--- src/shared/rsc_pkg.sv ---
// Purpose: Shared constants and types for the return stack op executor.
// Assumes: 16-bit opcodes, 21-bit program counter, four Q phases a cycle.
// Notes: Register offsets are byte addresses on a 32-bit AXI4-Lite bus.
`default_nettype none
package rsc_pkg;

  // Opcode patterns.
  localparam logic [15:0] OP_PUSH = 16'h0005;
  localparam logic [15:0] OP_POP = 16'h0006;
  localparam logic [15:0] OP_SWRESET = 16'h00ff;
  localparam logic [14:0] OP_IRET = 15'h0008;
  localparam logic [7:0] OP_LITRET = 8'h0c;
  localparam logic [4:0] OP_RELATIVE_SUBROUTINE_CALL = 5'h1b;

  // Timing: four Q phases per instruction cycle, Q1 is phase zero.
  localparam int Q_PER_CYCLE = 4;
  localparam logic [1:0] Q1 = 2'h0;
  localparam logic [1:0] Q2 = 2'h1;
  localparam logic [1:0] Q3 = 2'h2;
  localparam logic [1:0] Q4 = 2'h3;

  // Register byte offsets.
  localparam logic [7:0] ADDR_CTRL = 8'h00;
  localparam logic [7:0] ADDR_ACCUM = 8'h04;
  localparam logic [7:0] ADDR_FLAGS = 8'h08;
  localparam logic [7:0] ADDR_BANK = 8'h0c;
  localparam logic [7:0] ADDR_ACC_SH = 8'h10;
  localparam logic [7:0] ADDR_FLG_SH = 8'h14;
  localparam logic [7:0] ADDR_BNK_SH = 8'h18;
  localparam logic [7:0] ADDR_PC_HIGH_LATCH = 8'h1c;
  localparam logic [7:0] ADDR_PC_UPPER_LATCH = 8'h20;
  localparam logic [7:0] ADDR_TOP = 8'h24;
  localparam logic [7:0] ADDR_STKSTAT = 8'h28;

  // Control field positions.
  localparam int CTRL_PRIO_EN_BIT = 0;
  localparam int CTRL_HIGH_EN_BIT = 1;
  localparam int CTRL_LOW_EN_BIT = 2;

  // Reset values.
  localparam logic [7:0] RST_BYTE = 8'h00;
  localparam logic [2:0] RST_CTRL = 3'h0;

  // AXI responses.
  localparam logic [1:0] RESP_OKAY = 2'h0;
  localparam logic [1:0] RESP_SLVERR = 2'h2;

  // Program counter load request towards the fetch path.
  typedef struct packed {
    logic valid;
    logic [20:0] addr;
  } rsc_pcload_t;

endpackage
`default_nettype wire

--- src/hdl/rsc_core.sv ---
// Purpose: Executes push, pop, relative call, software reset, interrupt
//   return and literal return against a flip-flop return stack.
// Assumes: The fetch path presents the opcode and its PC during Q1.
// Notes: Registers are reachable over AXI4-Lite; one clock, sync reset.
//
// Local design decisions: register access over AXI4-Lite and the register offsets.
`timescale 1ns/1ps
`default_nettype none
module rsc_core #(
  parameter int PCW = 21,
  parameter int DEPTH = 31
) (
  input wire logic sys_clk_i,
  input wire logic rst_i,
  input wire logic instr_valid_i,
  input wire logic [15:0] instr_i,
  input wire logic [PCW-1:0] pc_i,
  output rsc_pkg::rsc_pcload_t pc_load_o,
  output logic stall_o,
  output logic soft_reset_o,
  output logic [1:0] q_phase_o,
  output logic [7:0] accum_o,
  output logic [7:0] flags_o,
  output logic [7:0] bank_select_o,
  output logic high_priority_global_enable_o,
  output logic low_priority_global_enable_o,
  input wire logic [7:0] s_axi_awaddr,
  input wire logic s_axi_awvalid,
  output logic s_axi_awready,
  input wire logic [31:0] s_axi_wdata,
  input wire logic [3:0] s_axi_wstrb,
  input wire logic s_axi_wvalid,
  output logic s_axi_wready,
  output logic [1:0] s_axi_bresp,
  output logic s_axi_bvalid,
  input wire logic s_axi_bready,
  input wire logic [7:0] s_axi_araddr,
  input wire logic s_axi_arvalid,
  output logic s_axi_arready,
  output logic [31:0] s_axi_rdata,
  output logic [1:0] s_axi_rresp,
  output logic s_axi_rvalid,
  input wire logic s_axi_rready
);

  localparam int SPW = $clog2(DEPTH + 1);
  localparam logic [SPW-1:0] SP_FULL = SPW'(DEPTH);

  // Next sequential instruction address.
  function automatic logic [PCW-1:0] pc_plus2(input logic [PCW-1:0] pc);
    pc_plus2 = pc + PCW'(2);
  endfunction

  // Instruction phase state and captured opcode.
  typedef enum logic [0:0] {RSC_EXEC, RSC_IDLE2} rsc_state_t;
  rsc_state_t state;
  logic [1:0] q;
  logic [15:0] ir;
  logic ir_live;
  logic [PCW-1:0] pc_base;

  // Working, shadow and latch registers.
  logic [7:0] accum, flags, bank, acc_sh, flg_sh, bnk_sh, pc_high_latch, pc_upper_latch;
  logic [2:0] ctrl;
  logic [PCW-1:0] stk [DEPTH];
  logic [SPW-1:0] sp;
  logic ovf, unf;

  // Decode of the captured opcode.
  wire is_push = ir_live && ir == rsc_pkg::OP_PUSH;
  wire is_pop = ir_live && ir == rsc_pkg::OP_POP;
  wire is_swreset = ir_live && ir == rsc_pkg::OP_SWRESET;
  wire is_iret = ir_live && ir[15:1] == rsc_pkg::OP_IRET;
  wire is_litret = ir_live && ir[15:8] == rsc_pkg::OP_LITRET;
  wire is_relative_subroutine_call = ir_live && ir[15:11] == rsc_pkg::OP_RELATIVE_SUBROUTINE_CALL;
  wire two_cycle = is_relative_subroutine_call || is_iret || is_litret;
  wire at_q2 = q == rsc_pkg::Q2;
  wire at_q3 = q == rsc_pkg::Q3;
  wire at_q4 = q == rsc_pkg::Q4;
  wire [PCW-1:0] ret_addr = pc_plus2(pc_base);
  wire [PCW-1:0] rel_off = {{(PCW-12){ir[10]}}, ir[10:0], 1'b0};
  wire [PCW-1:0] call_tgt = ret_addr + rel_off;
  wire [PCW-1:0] top = (sp == '0) ? '0 : stk[sp - SPW'(1)];

  // Stack requests, each in its own Q phase.
  wire do_push = (is_push || is_relative_subroutine_call) && at_q2;
  wire do_pop = (is_pop && at_q3) || ((is_iret || is_litret) && at_q4);
  wire sw_rst = is_swreset && at_q2;
  wire any_rst = rst_i || sw_rst;

  // AXI write address and data holding.
  logic aw_held, w_held;
  logic [7:0] aw_addr;
  logic [31:0] w_data;
  logic [3:0] w_strb;
  wire wr_fire = aw_held && w_held && !s_axi_bvalid;
  wire wr_lo = wr_fire && w_strb[0];
  wire wr_ctrl = wr_lo && aw_addr == rsc_pkg::ADDR_CTRL;
  wire wr_accum = wr_lo && aw_addr == rsc_pkg::ADDR_ACCUM;
  wire wr_flags = wr_lo && aw_addr == rsc_pkg::ADDR_FLAGS;
  wire wr_bank = wr_lo && aw_addr == rsc_pkg::ADDR_BANK;
  wire wr_accsh = wr_lo && aw_addr == rsc_pkg::ADDR_ACC_SH;
  wire wr_flgsh = wr_lo && aw_addr == rsc_pkg::ADDR_FLG_SH;
  wire wr_bnksh = wr_lo && aw_addr == rsc_pkg::ADDR_BNK_SH;
  wire wr_pc_high_latch = wr_lo && aw_addr == rsc_pkg::ADDR_PC_HIGH_LATCH;
  wire wr_pc_upper_latch = wr_lo && aw_addr == rsc_pkg::ADDR_PC_UPPER_LATCH;
  wire wr_top = wr_fire && aw_addr == rsc_pkg::ADDR_TOP;
  wire aw_mapped = aw_addr <= rsc_pkg::ADDR_STKSTAT && aw_addr[1:0] == 2'h0;

  // Q phase divider and two-cycle sequencing.
  always_ff @(posedge sys_clk_i) begin
    if (any_rst) begin
      q <= rsc_pkg::Q1;
      state <= RSC_EXEC;
    end else begin
      q <= q + 2'h1;
      if (at_q4) begin
        state <= (state == RSC_EXEC && two_cycle) ? RSC_IDLE2 : RSC_EXEC;
      end
    end
  end

  // Opcode capture at the end of Q1; ignored during an idle cycle.
  always_ff @(posedge sys_clk_i) begin
    if (any_rst) begin
      ir <= 16'h0000;
      ir_live <= 1'b0;
      pc_base <= '0;
    end else if (q == rsc_pkg::Q1) begin
      ir <= instr_i;
      ir_live <= instr_valid_i && state == RSC_EXEC;
      pc_base <= pc_i;
    end
  end

  // Return stack storage; a full push drops the value.
  always_ff @(posedge sys_clk_i) begin
    if (do_push && sp != SP_FULL) begin
      stk[sp] <= ret_addr;
    end else if (wr_top && sp != '0) begin
      stk[sp - SPW'(1)] <= w_data[PCW-1:0];
    end
  end

  // Stack pointer moves by one at most per cycle.
  always_ff @(posedge sys_clk_i) begin
    if (any_rst) begin
      sp <= '0;
      ovf <= 1'b0;
      unf <= 1'b0;
    end else begin
      if (do_push) begin
        if (sp == SP_FULL) begin
          ovf <= 1'b1;
        end else begin
          sp <= sp + SPW'(1);
        end
      end
      if (do_pop) begin
        if (sp == '0) begin
          unf <= 1'b1;
        end else begin
          sp <= sp - SPW'(1);
        end
      end
    end
  end

  // Global enables; hardware set wins over a software write.
  always_ff @(posedge sys_clk_i) begin
    if (any_rst) begin
      ctrl <= rsc_pkg::RST_CTRL;
    end else begin
      if (wr_ctrl) begin
        ctrl <= w_data[2:0];
      end
      if (is_iret && at_q4) begin
        if (ctrl[rsc_pkg::CTRL_PRIO_EN_BIT] &&
            ctrl[rsc_pkg::CTRL_HIGH_EN_BIT]) begin
          ctrl[rsc_pkg::CTRL_LOW_EN_BIT] <= 1'b1;
        end else begin
          ctrl[rsc_pkg::CTRL_HIGH_EN_BIT] <= 1'b1;
        end
      end
    end
  end

  // Working registers; literal and shadow loads happen in Q4.
  always_ff @(posedge sys_clk_i) begin
    if (any_rst) begin
      accum <= rsc_pkg::RST_BYTE;
      flags <= rsc_pkg::RST_BYTE;
      bank <= rsc_pkg::RST_BYTE;
    end else begin
      // Software writes come first, so a hardware load in the same cycle
      // wins only for the register that it actually loads.
      if (wr_accum) accum <= w_data[7:0];
      if (wr_flags) flags <= w_data[7:0];
      if (wr_bank) bank <= w_data[7:0];
      if (at_q4 && is_litret) begin
        accum <= ir[7:0];
      end
      if (at_q4 && is_iret && ir[0]) begin
        accum <= acc_sh;
        flags <= flg_sh;
        bank <= bnk_sh;
      end
    end
  end

  // Shadows and address latches change only by software or reset.
  always_ff @(posedge sys_clk_i) begin
    if (any_rst) begin
      acc_sh <= rsc_pkg::RST_BYTE;
      flg_sh <= rsc_pkg::RST_BYTE;
      bnk_sh <= rsc_pkg::RST_BYTE;
      pc_high_latch <= rsc_pkg::RST_BYTE;
      pc_upper_latch <= rsc_pkg::RST_BYTE;
    end else begin
      if (wr_accsh) acc_sh <= w_data[7:0];
      if (wr_flgsh) flg_sh <= w_data[7:0];
      if (wr_bnksh) bnk_sh <= w_data[7:0];
      if (wr_pc_high_latch) pc_high_latch <= w_data[7:0];
      if (wr_pc_upper_latch) pc_upper_latch <= w_data[7:0];
    end
  end

  // Program counter load to the fetch path and reset pulse.
  always_ff @(posedge sys_clk_i) begin
    if (rst_i) begin
      pc_load_o <= '0;
      soft_reset_o <= 1'b0;
    end else begin
      soft_reset_o <= sw_rst;
      pc_load_o.valid <= 1'b0;
      if (at_q4 && is_relative_subroutine_call) begin
        pc_load_o.valid <= 1'b1;
        pc_load_o.addr <= call_tgt;
      end else if (at_q4 && (is_iret || is_litret)) begin
        pc_load_o.valid <= 1'b1;
        pc_load_o.addr <= top;
      end
    end
  end

  assign stall_o = state == RSC_IDLE2;
  assign q_phase_o = q;
  assign accum_o = accum;
  assign flags_o = flags;
  assign bank_select_o = bank;
  assign high_priority_global_enable_o = ctrl[rsc_pkg::CTRL_HIGH_EN_BIT];
  assign low_priority_global_enable_o = ctrl[rsc_pkg::CTRL_LOW_EN_BIT];

  // AXI write channel: address and data taken in either order.
  assign s_axi_awready = !aw_held;
  assign s_axi_wready = !w_held;
  always_ff @(posedge sys_clk_i) begin
    if (rst_i) begin
      aw_held <= 1'b0;
      w_held <= 1'b0;
      aw_addr <= 8'h00;
      w_data <= 32'h0000_0000;
      w_strb <= 4'h0;
      s_axi_bvalid <= 1'b0;
      s_axi_bresp <= rsc_pkg::RESP_OKAY;
    end else begin
      if (s_axi_awvalid && !aw_held) begin
        aw_held <= 1'b1;
        aw_addr <= s_axi_awaddr;
      end
      if (s_axi_wvalid && !w_held) begin
        w_held <= 1'b1;
        w_data <= s_axi_wdata;
        w_strb <= s_axi_wstrb;
      end
      if (wr_fire) begin
        aw_held <= 1'b0;
        w_held <= 1'b0;
        s_axi_bvalid <= 1'b1;
        s_axi_bresp <= aw_mapped ? rsc_pkg::RESP_OKAY : rsc_pkg::RESP_SLVERR;
      end else if (s_axi_bready) begin
        s_axi_bvalid <= 1'b0;
      end
    end
  end

  // Read decode.
  logic [31:0] rd_word;
  logic rd_ok;
  always_comb begin
    rd_word = 32'h0000_0000;
    rd_ok = 1'b1;
    if (s_axi_araddr == rsc_pkg::ADDR_CTRL) begin
      rd_word[2:0] = ctrl;
    end else if (s_axi_araddr == rsc_pkg::ADDR_ACCUM) begin
      rd_word[7:0] = accum;
    end else if (s_axi_araddr == rsc_pkg::ADDR_FLAGS) begin
      rd_word[7:0] = flags;
    end else if (s_axi_araddr == rsc_pkg::ADDR_BANK) begin
      rd_word[7:0] = bank;
    end else if (s_axi_araddr == rsc_pkg::ADDR_ACC_SH) begin
      rd_word[7:0] = acc_sh;
    end else if (s_axi_araddr == rsc_pkg::ADDR_FLG_SH) begin
      rd_word[7:0] = flg_sh;
    end else if (s_axi_araddr == rsc_pkg::ADDR_BNK_SH) begin
      rd_word[7:0] = bnk_sh;
    end else if (s_axi_araddr == rsc_pkg::ADDR_PC_HIGH_LATCH) begin
      rd_word[7:0] = pc_high_latch;
    end else if (s_axi_araddr == rsc_pkg::ADDR_PC_UPPER_LATCH) begin
      rd_word[7:0] = pc_upper_latch;
    end else if (s_axi_araddr == rsc_pkg::ADDR_TOP) begin
      rd_word[PCW-1:0] = top;
    end else if (s_axi_araddr == rsc_pkg::ADDR_STKSTAT) begin
      rd_word[SPW-1:0] = sp;
      rd_word[16] = ovf;
      rd_word[17] = unf;
    end else begin
      rd_ok = 1'b0;
    end
  end

  // AXI read channel: one cycle from address to data.
  assign s_axi_arready = !s_axi_rvalid;
  always_ff @(posedge sys_clk_i) begin
    if (rst_i) begin
      s_axi_rvalid <= 1'b0;
      s_axi_rdata <= 32'h0000_0000;
      s_axi_rresp <= rsc_pkg::RESP_OKAY;
    end else if (s_axi_arvalid && !s_axi_rvalid) begin
      s_axi_rvalid <= 1'b1;
      s_axi_rdata <= rd_word;
      s_axi_rresp <= rd_ok ? rsc_pkg::RESP_OKAY : rsc_pkg::RESP_SLVERR;
    end else if (s_axi_rready) begin
      s_axi_rvalid <= 1'b0;
    end
  end

  a_push_top_value: assert property (
    @(posedge sys_clk_i) disable iff (rst_i)
    is_push && at_q2 && sp != SP_FULL |=> top == pc_plus2(pc_base))
    else $error("Push did not store PC plus two on top.");

  a_push_depth_grows: assert property (
    @(posedge sys_clk_i) disable iff (rst_i)
    do_push && !do_pop && !wr_flags && sp != SP_FULL |=>
      sp == $past(sp) + SPW'(1)
      && $stable(flags))
    else $error("Push did not deepen the stack by one.");

  a_relative_subroutine_call_target_addr: assert property (
    @(posedge sys_clk_i) disable iff (rst_i)
    is_relative_subroutine_call && at_q4 |=> pc_load_o.valid &&
      pc_load_o.addr == $past(ret_addr) + $past(rel_off))
    else $error("Relative call target address is wrong.");

  a_two_cycle_idle: assert property (
    @(posedge sys_clk_i) disable iff (rst_i)
    two_cycle && at_q4 && state == RSC_EXEC |=> stall_o [*4] ##1 !stall_o)
    else $error("Second cycle was not exactly one idle cycle.");

  a_swreset_at_q2: assert property (
    @(posedge sys_clk_i) disable iff (rst_i)
    soft_reset_o |-> $past(q) == rsc_pkg::Q2 && q == rsc_pkg::Q1 && sp == '0)
    else $error("Software reset pulse out of phase.");

  a_iret_enable_set: assert property (
    @(posedge sys_clk_i) disable iff (rst_i)
    is_iret && at_q4 |=> high_priority_global_enable_o ||
      low_priority_global_enable_o)
    else $error("Interrupt return left enables clear.");

  a_iret_restore: assert property (
    @(posedge sys_clk_i) disable iff (rst_i)
    is_iret && at_q4 && ir[0] |=> accum == $past(acc_sh) &&
      flags == $past(flg_sh) && bank == $past(bnk_sh))
    else $error("Shadow restore did not happen.");

  a_litret_accum: assert property (
    @(posedge sys_clk_i) disable iff (rst_i)
    is_litret && at_q4 |=> accum == $past(ir[7:0]) &&
      pc_load_o.addr == $past(top))
    else $error("Literal return loaded wrong values.");

  a_latch_kept: assert property (
    @(posedge sys_clk_i) disable iff (rst_i)
    (is_litret || is_iret) && at_q4 && !wr_pc_high_latch && !wr_pc_upper_latch |=>
      $stable(pc_high_latch) && $stable(pc_upper_latch))
    else $error("Return changed the PC high latch.");

  a_pop_depth_drops: assert property (
    @(posedge sys_clk_i) disable iff (rst_i)
    do_pop && !do_push && sp != '0 |=> sp == $past(sp) - SPW'(1))
    else $error("Pop did not remove the top entry.");

endmodule // rsc_core
`default_nettype wire

--- config.mk ---
export PLATFORM = sky130hd
export DESIGN_NAME = rsc_core
export DESIGN_NICKNAME = d
export VERILOG_FILES = /design/src/shared/rsc_pkg.sv /design/src/hdl/rsc_core.sv
export SDC_FILE = /design/constraint.sdc
export NUM_CORES = 1
export LEC_CHECK = 0
export BUFFER_PORTS_ARGS = -buffer_cell sky130_fd_sc_hd__buf_2
export CAP_MARGIN = 20
export CORE_UTILIZATION = 51
export DETAILED_ROUTE_END_ITERATION = 16
export HOLD_SLACK_MARGIN = 0.02
export PLACE_DENSITY = 0.68
export SLEW_MARGIN = 30
export SYNTH_ARGS = -nofsm -noshare
export SYNTH_HDL_FRONTEND = slang
export SYNTH_SLANG_ARGS = --single-unit
--- constraint.sdc ---
create_clock -name sys_clk_i -period 4.9 [get_ports sys_clk_i]
set_clock_uncertainty 0.05 [all_clocks]
set_input_delay 1.47 -clock sys_clk_i [delete_from_list [all_inputs] [get_ports sys_clk_i]]
set_output_delay 1.47 -clock sys_clk_i [all_outputs]
set_load 0.03 [all_outputs]
==> key figures <==
Status
  • Status: finished, final reports clean

Logic synthesis
  • YS warnings: 0
  • Post-synth top cells: edfxtp_1, nor2_1, dfxtp_1
  • Count leader, synth: edfxtp_1
  • FFs w/ async S/R, synth: 0
  • Cells after Synth: roughly 2.3k
  • Top cell type's share of synthesized area: 0.559
  • Register area share after synthesis: 0.671
  • Avg Inst Size Synth: 15.3 µm²
  • EDFF count, synth: 651
  • Synth Flop Type: edfxtp_1
  • Synth area leader: edfxtp_1
  • Synth area leaders: edfxtp_1, mux4_2, dfxtp_1, mux2i_1, nor2_1
  • Synth Register Bits: 846
  • Netlist cell types: 69
  • Mapped Area: 35000 µm²

Route
  • Post-route ant nets: 0
  • Drt total wl: 84.3 mm
  • Detailed Route Iter0 Violations: 2068
  • First drt pass iteration count: 6
  • Avg WL per Cell: 24.6 µm
  • Via Count: 20.6k
  • DRC viols: 0
  • Via density: 6.00

Timing
  • Final period util: 0.823
  • Worst-Margin Slew: 1.04 ns
  • Final min period: about 4.0 ns
  • Setup TNS: 0 ns
  • Slew Limit Fails: 0
  • Fmax: between 200 and 250 MHz
  • Final setup vio count: 0
  • Slew HR: 0.300
  • Unrepaired setup endpoints after global routing: no
  • WHS: 0.413 ns
  • Setup ws final: 0.866 ns
  • Final Hold Violating Endpoints: 0

Floorplan
  • Num ports: 190
  • Die span in y: 264 µm
  • Initial Utilization: 0.518
  • Die W: roughly 260 µm
  • Core box area: approximately 68000 µm²
  • Row Count: 95
  • Die area: 69600 µm²

Placed design
  • Dpl hpwl: 54.5 mm
  • # port buffers: between 150 and 200
  • Cell Area, Placed: around 37000 µm²
  • GPL Wtd Cong: roughly 0.94
  • Dpl cells: 3274
  • Pre-CTS setup slack: 0.827 ns

Critical path
  • RR Startpoint: sp[1]$_SDFF_PP0_
  • Worst Setup EP: stk[23][11]$_DFFE_PP_
  • Data required, critical path: 5.18 ns
  • FF-to-FF path depth: 12
  • RR Endpoint: stk[23][11]$_DFFE_PP_
  • CP endpoint kind: flop
  • Crit-path most repeated cell: buf_4
  • Critical path origin: sp[1]$_SDFF_PP0_
  • Buffers and inverters on the worst path: 4
  • Critical Path Stages: 12
  • Crit-path max FO: 14
  • CP Launch Type: flop
  • Setup slack, reg-to-reg: 0.87 ns
  • Setup CP Type: flop to flop
  • Crit path max-delay family: simple AND/OR/NAND/NOR gates
  • Worst EP arrival: 4.32 ns
  • CP max-delay cell: nor2_2
  • Slowest cell delay on critical path: 0.85 ns
  • CP Cell Sequence: inv_1 > ha_4 > nand2b_1 > nor3_1 > buf_4 > nor4_1 > buf_4 > nand2_1 > nor2_1 > o21ai_1 > nor2_2 > buf_4

Global routing
  • First-pass GRT wire length: around 130 mm
  • Grt ovf: 0
  • Met1 usage: 0.345
  • Vias in the first global route: 20.4k
  • Tot GR Track Use: 0.243
  • Initial antenna violation count: 1
  • M3 GR Usage: 0.0348
  • Largest net degree at the start of global routing: 117
  • Met2 Use GR: 0.390
  • Global route hottest layer: met2

Clocking
  • Clock buffer depth: 3
  • Setup bufs post-CTS: 0
  • # resized after CTS: 0
  • CTS Buf Count: 85
  • Clk root buf: clkbuf_16
  • Clock Sinks: around 850
  • CTS clock-pin slew for the worst setup and hold paths: about 0.06 ns
  • H-tree Lvls: 3
  • CTS tree: built
  • CTS Hold Bufs: 0
  • Clk_lat worst skew: 0.65 ns

Cells and area
  • Non-Filler Instances: between 3k and 4k
  • Share of cells above drive strength 1: 0.246
  • Nets@finish: 2613
  • Area Growth Syn to Fin: 14.5%
  • Design Area, Final: around 40000 µm²

Job
  • Max-Cap Viols: 0

Pwr
  • Power Density: 375 nW/µm²
  • Max IR drop VDD: 262 µV
  • Leak: 0.0138 µW

Worst hold path
  • Hold Startpoint: w_data[20]$_SDFFE_PP0P_
  • Hold Crit Class: flop to flop
## metal layers
layer | share of wire | routed length (µm)
met1 | 0.43 | 36000
met4 | 0.028 | 2360
met5 | 0 | 0
met2 | 0.48 | 40400
met3 | 0.065 | 5470
## cells by family after synthesis
family / after synthesis / synth area share
and+or+nand+nor: 617 / 0.0748
xor gates and xnor gates: 39 / 0.00998
other: 1 / 0.000107
AOI/OAI and AO/OA: 264 / 0.0511
muxes: 328 / 0.161
buffers and inverters: 157 / 0.0224
adders and majority gates: 27 / 0.00987
DFF: 846 / 0.671
## how the worst min path moves through the flow
| stage | slack (ns) | cells after the start | end |
|---|---|---|---|
| floorplan | 0.39 | 2 | ovf$_SDFFE_PP0P_ |
| global placement | 0.40 | 2 | w_data[12]$_SDFFE_PP0P_ |
| detailed placement | 0.40 | 2 | w_data[11]$_SDFFE_PP0P_ |
| CTS | 0.41 | 2 | w_data[20]$_SDFFE_PP0P_ |
| global route | 0.44 | 2 | w_data[18]$_SDFFE_PP0P_ |
| finish | 0.41 | 2 | w_data[20]$_SDFFE_PP0P_ |
## placed cells by master (no fill, tap or decap), types with 9 or more instances in the layout
cell type and instances:
nor2_1 328, dfxtp_1 194, buf_4 76, nand2_1 133, buf_12 12, edfxtp_1 651, bufinv_16 9, mux2i_1 136
conb_1 13, xor2_1 9, a211oi_1 28, xnor2_1 29, a221oi_1 13, a22oi_1 25, mux4_2 188, a31oi_1 10
inv_1 17, clkinv_1 13, buf_2 162, a221oi_2 9, a21oi_1 94, clkinv_2 12, ha_1 24, nand2b_1 10
nor3_1 26, nor2_2 31, nand3_1 23, clkbuf_16 85, clkbuf_1 21, o21ai_0 20, and3_1 10
## tightest hold or removal path, cell delays in order, from the launching register on
cell,delay (ns)
dfxtp_1,0.31
nand2_1,0.05
a21oi_1,0.06
## cell type report
| cell class | instances | area (µm²) |
|---|---|---|
| fill | 5014 | 27500 |
| sequential | 846 | 23500 |
| multi-input combinational | 1288 | 11000 |
| clock buffer | 111 | 2270 |
| timing repair buffer | 251 | 1650 |
| tap | 873 | 1090 |
| clock inverter | 44 | 537 |
| inverter | 17 | 63.8 |
| antenna | 1 | 2.50 |
## stage by stage
stage | total power, µW | util
2_1_floorplan | 8410 | -
4_1_cts | 15100 | 0.593
3_5_place_dp | 8630 | 0.551
5_1_grt | 15400 | 0.593
3_3_place_gp | 8610 | 0.550
6_report | 15000 | 0.593
## flip-flops by register name, indices dropped and copies added, names as in the netlist, 16 cells and up
| name | count |
|---|---|
| stk | 651 |
| pc_base | 21 |
| s_axi_rdata | 21 |
| ir | 16 |
| pc_load_o | 22 |
| w_data | 21 |
## report_power, final
group	internal [µW]	switching, µW	leakage, µW
combinational	191	409	0.00490
clock	3780	2760	0.00137
sequential	7820	68.0	0.00754
No activity file was read; power rests on OpenSTA's default activity.
